`src/logic/ccsr_defines.svh`:
```
`ifndef CCSR_DEFINES_SVH
`define CCSR_DEFINES_SVH
// Register indices, one 8-bit register per 32-bit word; byte address is 4x
`define CCSR_IDX_C1 16'h3038
`define CCSR_IDX_C2 16'h3039
`define CCSR_IDX_C3 16'h303a
`define CCSR_IDX_C4 16'h303b
`define CCSR_IDX_ST 16'h303c
`define CCSR_IDX_GAP 16'h303d
`define CCSR_IDX_OSC 16'h303e
// Reset values
`define CCSR_RST_C1 8'h04
`define CCSR_RST_C2 8'h20
`define CCSR_RST_C4 8'h00
`define CCSR_RST_ST 8'h10
`define CCSR_RST_OSC 8'h00
// Field positions
`define CCSR_C1_SRC_HI 7
`define CCSR_C1_SRC_LO 6
`define CCSR_C1_LOOP_REFERENCE_DIVIDER_HI 5
`define CCSR_C1_LOOP_REFERENCE_DIVIDER_LO 3
`define CCSR_C1_REFSEL 2
`define CCSR_C1_IROE 1
`define CCSR_C1_STOPK 0
`define CCSR_C2_BUS_DIVIDER_HI 7
`define CCSR_C2_BUS_DIVIDER_LO 5
`define CCSR_C2_WMASK 8'hf0
`define CCSR_C4_WMASK 8'hbf
`define CCSR_OSC_RANGE 4
// Extra shift applied to the reference divider in high range
`define CCSR_HIRANGE_SHIFT 4'd5
`define CCSR_LOOP_REFERENCE_DIVIDER_MAXCODE 3'd4
`endif

```
`src/logic/ccsr_pkg.sv`:
```
package ccsr_pkg;
  // Bus clock sources
  typedef enum logic [1:0] {
    CCSR_SRC_LOOP = 2'h0,
    CCSR_SRC_IREF = 2'h1,
    CCSR_SRC_EREF = 2'h2,
    CCSR_SRC_RSVD = 2'h3
  } ccsr_src_t;
  // Decoded clocking setup handed to the clock fabric
  typedef struct packed {
    ccsr_src_t bus_source_select;
    logic [7:0] bus_div_shift;
    logic [3:0] ref_div_shift;
    logic loop_reference_select;
  } ccsr_cfg_t;
endpackage : ccsr_pkg

```
`src/logic/ccsr_regs.sv`:
```
// Functional notes
// RL1: Source field 00 loop, 01 internal ref, 10 external ref, 11 reserved.
// RL2: Bus rate is selected clock passed through the bus divider.
// RL3: Bus divider divides by two to the power of its code.
// RL4: Loop reference divided by factor from reference divider field and range.
// RL5: Range 0 gives 1..16; range 1 gives 32..512 for codes 000..100.
// RL6: Software keeps divided reference between 31.25 and 39.0625 kHz.
// RL7: Reference select 0 feeds external reference, 1 internal; resets to 1.
// RL8: Internal reference output runs only while its enable bit is set.
// RL9: Stop-keep clear turns internal reference off in stop mode.
// RL10: Stop-keep set keeps it if output enabled or internal mode.
// RL11: First control register resets to 04h.
// RL12: Status read-only, resets 10h; other registers read/write. Here ctl2_reg bits 3:0 and ctl4_reg bit 6 ignore writes.
// RL13: Trim register is not forced on reset.
// RL14: Unmapped gap address reads zero, writes ignored.
//
// Design decision made here: the AXI4-Lite register port.
`timescale 1ns/1ps
`default_nettype none
`include "ccsr_defines.svh"

module ccsr_regs
  import ccsr_pkg::*;
(
  input wire logic aclk,
  input wire logic aresetn,
  input wire logic [15:0] s_axi_awaddr,
  input wire logic s_axi_awvalid,
  output logic s_axi_awready,
  input wire logic [31:0] s_axi_wdata,
  input wire logic [3:0] s_axi_wstrb,
  input wire logic s_axi_wvalid,
  output logic s_axi_wready,
  output logic [1:0] s_axi_bresp,
  output logic s_axi_bvalid,
  input wire logic s_axi_bready,
  input wire logic [15:0] s_axi_araddr,
  input wire logic s_axi_arvalid,
  output logic s_axi_arready,
  output logic [31:0] s_axi_rdata,
  output logic [1:0] s_axi_rresp,
  output logic s_axi_rvalid,
  input wire logic s_axi_rready,
  input wire logic [7:0] status_in,
  input wire logic stop_mode,
  output ccsr_cfg_t clk_cfg,
  output logic internal_ref_clock_out,
  output logic internal_ref_run
);

  ////////////////////////////////////////////////////////////////////////
  // Helpers

  // Word index from a byte address; low bits ignored
  function automatic logic [15:0] word_idx(input logic [15:0] addr);
    word_idx = {2'h0, addr[15:2]};
  endfunction : word_idx

  // Write merge honouring a writable-bit mask
  function automatic logic [7:0] merge(input logic [7:0] old_v,
                                       input logic [7:0] new_v,
                                       input logic [7:0] mask);
    merge = (old_v & ~mask) | (new_v & mask);
  endfunction : merge

  ////////////////////////////////////////////////////////////////////////
  // Registers

  // Map layout, in word indices
  // Four control words sit back to back
  // Status follows them, then one unused word
  // Oscillator control closes the map
  // Software addresses bytes: index times four
  // Only lane 0 of each word carries data
  // Upper lanes read zero and ignore writes
  // Trade-off: a word per byte keeps the bus aligned
  // Cost: the map spans four times its byte count
  // Limitation: no partial-lane merging beyond lane 0

  logic [7:0] ctl1_reg;
  logic [7:0] ctl2_reg;
  logic [7:0] ctl3_reg;
  logic [7:0] ctl4_reg;
  logic [7:0] stat_reg;
  logic [7:0] osc_reg;
  logic [15:0] awaddr_reg;
  logic aw_held_reg;
  logic [7:0] wdata_reg;
  logic wstrb0_reg;
  logic w_held_reg;

  // Write handshake overview
  // Address and data halves may arrive in any order
  // Whichever comes first is parked in a holding register
  // The write fires once both halves are present
  // Firing is blocked while a response still waits
  // Hazard: a new half taken under a pending response
  // Hence the readies stay low until bready is seen
  // Strobe lane 0 gates the register update only
  // A write with lane 0 clear still gets its response
  // Writes to status or the gap fire but change nothing

  // Write channel acceptance: address and data taken in either order
  wire aw_take = s_axi_awvalid && s_axi_awready;
  wire w_take = s_axi_wvalid && s_axi_wready;
  wire [15:0] wr_addr = aw_take ? s_axi_awaddr : awaddr_reg;
  wire [7:0] wr_data = w_take ? s_axi_wdata[7:0] : wdata_reg;
  wire wr_lane0 = w_take ? s_axi_wstrb[0] : wstrb0_reg;
  wire have_aw = aw_take || aw_held_reg;
  wire have_w = w_take || w_held_reg;
  wire wr_fire = have_aw && have_w && !s_axi_bvalid;
  wire [15:0] wr_idx = word_idx(wr_addr);
  wire wr_en = wr_fire && wr_lane0;

  // Per-register write selects; status and gap never take writes
  wire wr_c1 = wr_en && (wr_idx == word_idx(`CCSR_IDX_C1 << 2));
  wire wr_c2 = wr_en && (wr_idx == word_idx(`CCSR_IDX_C2 << 2));
  wire wr_c3 = wr_en && (wr_idx == word_idx(`CCSR_IDX_C3 << 2));
  wire wr_c4 = wr_en && (wr_idx == word_idx(`CCSR_IDX_C4 << 2));
  wire wr_osc = wr_en && (wr_idx == word_idx(`CCSR_IDX_OSC << 2)); // RL14

  // Address/data holding for the split write
  always_ff @(posedge aclk) begin
    if (!aresetn) begin
      aw_held_reg <= 1'b0;
      w_held_reg <= 1'b0;
      awaddr_reg <= 16'h0000;
      wdata_reg <= 8'h00;
      wstrb0_reg <= 1'b0;
    end else begin
      if (aw_take) awaddr_reg <= s_axi_awaddr;
      if (w_take) begin
        wdata_reg <= s_axi_wdata[7:0];
        wstrb0_reg <= s_axi_wstrb[0];
      end
      aw_held_reg <= have_aw && !wr_fire;
      w_held_reg <= have_w && !wr_fire;
    end
  end

  // Ready only while that half is not yet held and no response waits
  always_ff @(posedge aclk) begin
    if (!aresetn) begin
      s_axi_awready <= 1'b0;
      s_axi_wready <= 1'b0;
    end else begin
      s_axi_awready <= !(have_aw && !wr_fire) && !s_axi_bvalid && !wr_fire;
      s_axi_wready <= !(have_w && !wr_fire) && !s_axi_bvalid && !wr_fire;
    end
  end

  // Write response, always OKAY
  always_ff @(posedge aclk) begin
    if (!aresetn) begin
      s_axi_bvalid <= 1'b0;
      s_axi_bresp <= 2'h0;
    end else if (wr_fire) begin
      s_axi_bvalid <= 1'b1;
      s_axi_bresp <= 2'h0;
    end else if (s_axi_bready) begin
      s_axi_bvalid <= 1'b0;
    end
  end

  // Control registers with documented defaults
  always_ff @(posedge aclk) begin
    if (!aresetn) begin
      ctl1_reg <= `CCSR_RST_C1; // RL11 RL7
      ctl2_reg <= `CCSR_RST_C2;
      ctl4_reg <= `CCSR_RST_C4;
      osc_reg <= `CCSR_RST_OSC;
    end else begin
      if (wr_c1) ctl1_reg <= wr_data; // RL12
      if (wr_c2) ctl2_reg <= merge(ctl2_reg, wr_data, `CCSR_C2_WMASK);
      if (wr_c4) ctl4_reg <= merge(ctl4_reg, wr_data, `CCSR_C4_WMASK);
      if (wr_osc) osc_reg <= wr_data;
    end
  end

  // Trim holds whatever it powers up with; reset leaves it alone
  always_ff @(posedge aclk) begin
    if (wr_c3) ctl3_reg <= wr_data; // RL13
  end

  // Status is a read-only snapshot of the clock fabric
  always_ff @(posedge aclk) begin
    if (!aresetn) stat_reg <= `CCSR_RST_ST; // RL12
    else stat_reg <= status_in;
  end

  ////////////////////////////////////////////////////////////////////////
  // Read channel

  // Read handshake overview
  // One read in flight at a time
  // Address taken when arvalid meets arready
  // Data registered on the same edge, shown next cycle
  // Data stands until rready is sampled high
  // Arready returns one cycle after the data is taken
  // Trade-off: a dead cycle per read, but no skid buffer
  // Unmapped words read zero rather than an error code

  wire ar_take = s_axi_arvalid && s_axi_arready;
  wire [15:0] rd_idx = word_idx(s_axi_araddr);
  logic [7:0] rd_byte;

  // Read mux; gap and unmapped words read zero
  always_comb begin
    rd_byte = 8'h00; // RL14
    if (rd_idx == word_idx(`CCSR_IDX_C1 << 2)) rd_byte = ctl1_reg;
    if (rd_idx == word_idx(`CCSR_IDX_C2 << 2)) rd_byte = ctl2_reg;
    if (rd_idx == word_idx(`CCSR_IDX_C3 << 2)) rd_byte = ctl3_reg;
    if (rd_idx == word_idx(`CCSR_IDX_C4 << 2)) rd_byte = ctl4_reg;
    if (rd_idx == word_idx(`CCSR_IDX_ST << 2)) rd_byte = stat_reg;
    if (rd_idx == word_idx(`CCSR_IDX_OSC << 2)) rd_byte = osc_reg;
  end

  // Single outstanding read; arready drops while data waits
  always_ff @(posedge aclk) begin
    if (!aresetn) begin
      s_axi_arready <= 1'b0;
      s_axi_rvalid <= 1'b0;
      s_axi_rdata <= 32'h00000000;
      s_axi_rresp <= 2'h0;
    end else if (ar_take) begin
      s_axi_arready <= 1'b0;
      s_axi_rvalid <= 1'b1;
      s_axi_rdata <= {24'h000000, rd_byte};
      s_axi_rresp <= 2'h0;
    end else if (s_axi_rvalid) begin
      if (s_axi_rready) s_axi_rvalid <= 1'b0;
    end else begin
      s_axi_arready <= 1'b1;
    end
  end

  ////////////////////////////////////////////////////////////////////////
  // Clock steering

  // Steering overview
  // Source field picks loop, internal or external clock
  // Bus divider turns its code into a one-hot factor
  // Reference divider adds five octaves in high range
  // Reference select feeds the loop from either side
  // Output enable gates the internal reference output
  // Stop-keep decides what survives stop mode
  // All controls leave through flip-flops
  // Hazard: a combinational path would glitch the clock muxes
  // Limitation: changes reach the fabric one cycle late
  // Software must still keep the divided rate in range
  // Nothing here checks that rate against the limits

  wire [1:0] src_code = ctl1_reg[`CCSR_C1_SRC_HI:`CCSR_C1_SRC_LO];
  wire [2:0] loop_reference_divider_code = ctl1_reg[`CCSR_C1_LOOP_REFERENCE_DIVIDER_HI:`CCSR_C1_LOOP_REFERENCE_DIVIDER_LO];
  wire [2:0] bus_divider_code = ctl2_reg[`CCSR_C2_BUS_DIVIDER_HI:`CCSR_C2_BUS_DIVIDER_LO];
  wire hi_range = osc_reg[`CCSR_OSC_RANGE];
  wire iroe = ctl1_reg[`CCSR_C1_IROE];
  wire stop_keep = ctl1_reg[`CCSR_C1_STOPK];
  wire ref_int = ctl1_reg[`CCSR_C1_REFSEL];
  // Codes above 100 are undefined; clamp to the largest factor
  wire [2:0] loop_reference_divider_lim = (loop_reference_divider_code > `CCSR_LOOP_REFERENCE_DIVIDER_MAXCODE) ?
                        `CCSR_LOOP_REFERENCE_DIVIDER_MAXCODE : loop_reference_divider_code;
  wire [3:0] ref_shift = {1'b0, loop_reference_divider_lim} +
                         (hi_range ? `CCSR_HIRANGE_SHIFT : 4'd0); // RL4 RL5
  // Internal reference is in use by loop-engaged or bypassed internal modes
  wire int_mode = (src_code == CCSR_SRC_IREF) ||
                  ((src_code == CCSR_SRC_LOOP) && ref_int);
  wire iref_keep = !stop_mode ||
                   (stop_keep && (iroe || int_mode)); // RL9 RL10
  ccsr_cfg_t cfg_next;

  // Decoded configuration; reserved source falls back to the loop
  always_comb begin
    cfg_next.bus_source_select = (src_code == CCSR_SRC_RSVD) ?
        CCSR_SRC_LOOP : ccsr_src_t'(src_code); // RL1
    cfg_next.bus_div_shift = 8'h01 << bus_divider_code; // RL2 RL3
    cfg_next.ref_div_shift = ref_shift;
    cfg_next.loop_reference_select = ref_int; // RL7
  end

  // Output register notes
  // Reset values match the reset register contents except the bus factor (01h, not 02h)
  // Internal reference runs by default outside stop
  // Output enable starts clear, so the output is idle
  // Bus factor at reset is set on the first enabled edge
  // Reference shift starts at zero, divide by one
  // Loop fed from the internal reference at reset

  // Registered so the clock fabric sees glitch-free controls
  always_ff @(posedge aclk) begin
    if (!aresetn) begin
      clk_cfg <= '{CCSR_SRC_LOOP, 8'h01, 4'h0, 1'b1};
      internal_ref_clock_out <= 1'b0;
      internal_ref_run <= 1'b1;
    end else begin
      clk_cfg <= cfg_next;
      internal_ref_clock_out <= iroe && iref_keep; // RL8
      internal_ref_run <= iref_keep;
    end
  end

endmodule : ccsr_regs
`default_nettype wire

```
`config.mk`:
```
export PLATFORM = sky130hd
export DESIGN_NAME = ccsr_regs
export DESIGN_NICKNAME = d
export VERILOG_FILES = /design/src/logic/ccsr_pkg.sv /design/src/logic/ccsr_regs.sv
export VERILOG_INCLUDE_DIRS = /design/src /design/src/logic
export SDC_FILE = /design/constraint.sdc
export NUM_CORES = 1
export LEC_CHECK = 0
export BUFFER_PORTS_ARGS = -buffer_cell sky130_fd_sc_hd__buf_2
export CORE_MARGIN = 5
export CORE_UTILIZATION = 50
export CTS_CLUSTER_DIAMETER = 50
export DETAILED_ROUTE_END_ITERATION = 8
export PLACE_DENSITY_LB_ADDON = 0.25
export REMOVE_ABC_BUFFERS = 1
export SLEW_MARGIN = 0
export SYNTH_ARGS = -nofsm -noshare
export SYNTH_HDL_FRONTEND = slang
export SYNTH_SLANG_ARGS = --single-unit
```
`constraint.sdc`:
```
create_clock -name aclk -period 3.8 [get_ports aclk]
set_input_delay 0.76 -clock aclk [delete_from_list [all_inputs] [get_ports aclk]]
set_output_delay 0.76 -clock aclk [all_outputs]
set_load 0.005 [all_outputs]
```
==> reports/metrics.cfg <==
[worst_setup_path]
setup.worst_path.end=s_axi_rdata[4]
rr_startpoint=s_axi_awready
rr_worst_depth=5
crit_type=input port to register
reg2reg_to=ctl4_reg[5]
start_kind=input port
regToRegSetupSlack_ps=1540
critPathRequiredTime_ps=4020
endpoint_kind=register
crit_path_start=s_axi_araddr[3]
worstPathArrival_ps=2700
cp_max_fo=21

[yosys]
netlist_instances=442
async_reset_ff_share_pct=0
synth_top_area_share_pct=42.92
synth.yosys.seq_area_share_pct=48.64
synth_top_flop_cell=dfxtp_1
syn_area_mm2=0.004198
yosys_warnings=0
avgSynthCellArea_um2=9.497
netlist-cell-type-count=58
ys_top_cells_by_area=dfxtp_1, mux2i_1, nand2_1
synth_common_cells=dfxtp_1, nand2_1, nor2_1, mux2i_1, buf_4
synth_edf_count=8
yosysMostFrequentCell=dfxtp_1
yosysTopAreaCell=dfxtp_1
synth-seq-cells=98

[floorplanning]
design.core.area_mm2=0.008217
die_h_um=101.6
rows=33
die_w_um=101.6
start_util_pct=51.09
ios=142
die_area_mm2=0.01033

[sta]
fmax_mhz=403.6
hold_viol=0
tns_ps=0
max-slew-margin-rel_pct=51.30
worst_pin_slew_ps=730.6
slew_violations=0
finalCritPeriodShare_pct=65.20
period_minus_slack_ps=2478
finClkSkew_ps=5.368
rsz0062_at_grt=no
setup_viol=0

[power]
vdd_drop_max_mv=0.2083
leakage_nw=2.293
p_per_area_mw_per_mm2=400.0
power.total_mw=1.908

[detailed_routing]
wl_per_cell_um=14.09
vias_per_cell=5.052
drc_errors=0
vias=3178
drt_iter0_markers=132
ant_nets=0
drt_wl_total_mm=8.865
dr.pass1.iters=4

[global_route]
grt_pass1_wl_mm=13.92
antenna_found_initial=0
grt_max_degree=41
grt_pass1_vias=2865
overflow=0
grt_use_total_pct=17.15

[outcome]
outcome=complete, no violations

[clocking]
post_cts_buffers=0
postCtsHoldBufs=0
clock_latency_ps=350
cts_resized=0
h-tree-depth=3
cts_tree=yes
cts_sinks=98
clockBufferDepth=2
clk_pin_slew_ps=90
cts_buffers=9
cts_root_buf=clkbuf_8

[placement]
numPortBuffers=82
finalWeightedCongestion=0.8017
hpwl_mm=6.615

[final_layout]
num-fill-cells=746
num-nets-final=606
drive_gt1_share_pct=22.90
largest_reg_flops=15
area_growth_pct=13.65
num_antenna_cells=0

[flow_run]
cap_violations=0

[hold_path]
hold_path_class=register to register

-- worst min path at each step --
stage	start	to	slack, ps	depth (start not counted)
after global placement	aw_held_reg	s_axi_awready	440	1
after detailed placement	aw_held_reg	s_axi_awready	440	1
after floorplan	aw_held_reg	s_axi_awready	420	1
after global routing	s_axi_rdata[6]	s_axi_rdata[6]	480	2
final	aw_held_reg	s_axi_awready	450	1
after CTS	aw_held_reg	s_axi_awready	450	1
-- report_power, final --
part           total, mW  internal, mW  switching [mW]
clock network      0.656         0.303           0.353
registers           1.08          1.07          0.0151
logic              0.169        0.0664           0.102
total               1.91          1.44           0.470
-- critical path: stages --
cell,delay [ps]
buf_2,240
or3b_2,510
nor2_1,290
mux2_2,390
a2111oi_0,440
nor4_1,80
-- cells by family (layout without fill, tap and decap cells) --
kind of cell    Yosys count  in the layout  synth area share [%]
buf+inv                  64            119                 8.226
fa+ha+maj                 3              3                0.8943
compound gates           55             55                 9.002
other cells               1             28               0.08933
flops                    98             98                 48.64
mux                      42             42                 10.55
simple gates            178            178                 22.38
xor+xnor                  1              1                0.2087
-- cell type report --
type,instances,area (µm²),share of cell area [%]
Timing Repair Buffer,83,417.9,8.760
Clock buffer,9,123.9,2.596
Multi-Input combinational cell,307,1912,40.07
Clock inverter,7,68.82,1.442
Inverter,20,75.07,1.574
Sequential cell,98,2042,42.80
Tap cell,105,131.4,2.754
-- cell usage in the layout (no fill, tap or decap), drive strengths merged, types with 3 or more instances in the layout --
cell type / instances
dfxtp: 90
buf: 83
nand2: 68
nor2: 34
mux2i: 34
conb: 28
inv: 21
a21oi: 17
and2: 12
o21ai: 11
and3: 9
clkbuf: 9
mux2: 8
nor2b: 8
edfxtp: 8
nor3: 7
nand2b: 6
nand3: 6
nand4: 6
nor4: 5
a211oi: 4
clkinv: 4
and4: 3
o31ai: 3
ha: 3
a31oi: 3
nand3b: 3
-- layer usage --
| layer | vias to the layer above | GRT usage, % | wire (µm) | part of all wire (%) |
|---|---|---|---|---|
| met1 | 1442 | 23.19 | 4105 | 46 |
| met3 | 12 | 3.788 | 600 | 6.8 |
| met4 | 0 | 5.726 | 119 | 1.3 |
| li1 | 1626 | - | - | - |
| met5 | - | 0 | 0 | 0 |
| met2 | 98 | 27.26 | 4040 | 46 |
-- through the flow --
step	utilization [%]	area, µm²	hold slack, ps	instances	setup WS [ps]
finish	58.06	4771	451.8	629	1322
global route	58.06	4771	478.3	629	1126
CTS	58.06	4771	453.9	629	1343
detailed placement	55.72	4578	442.8	613	966.2
global placement	55.72	4578	436.9	613	1002
floorplan	-	4029	423.2	425	1423
No activity file was read; power rests on OpenSTA's default activity.
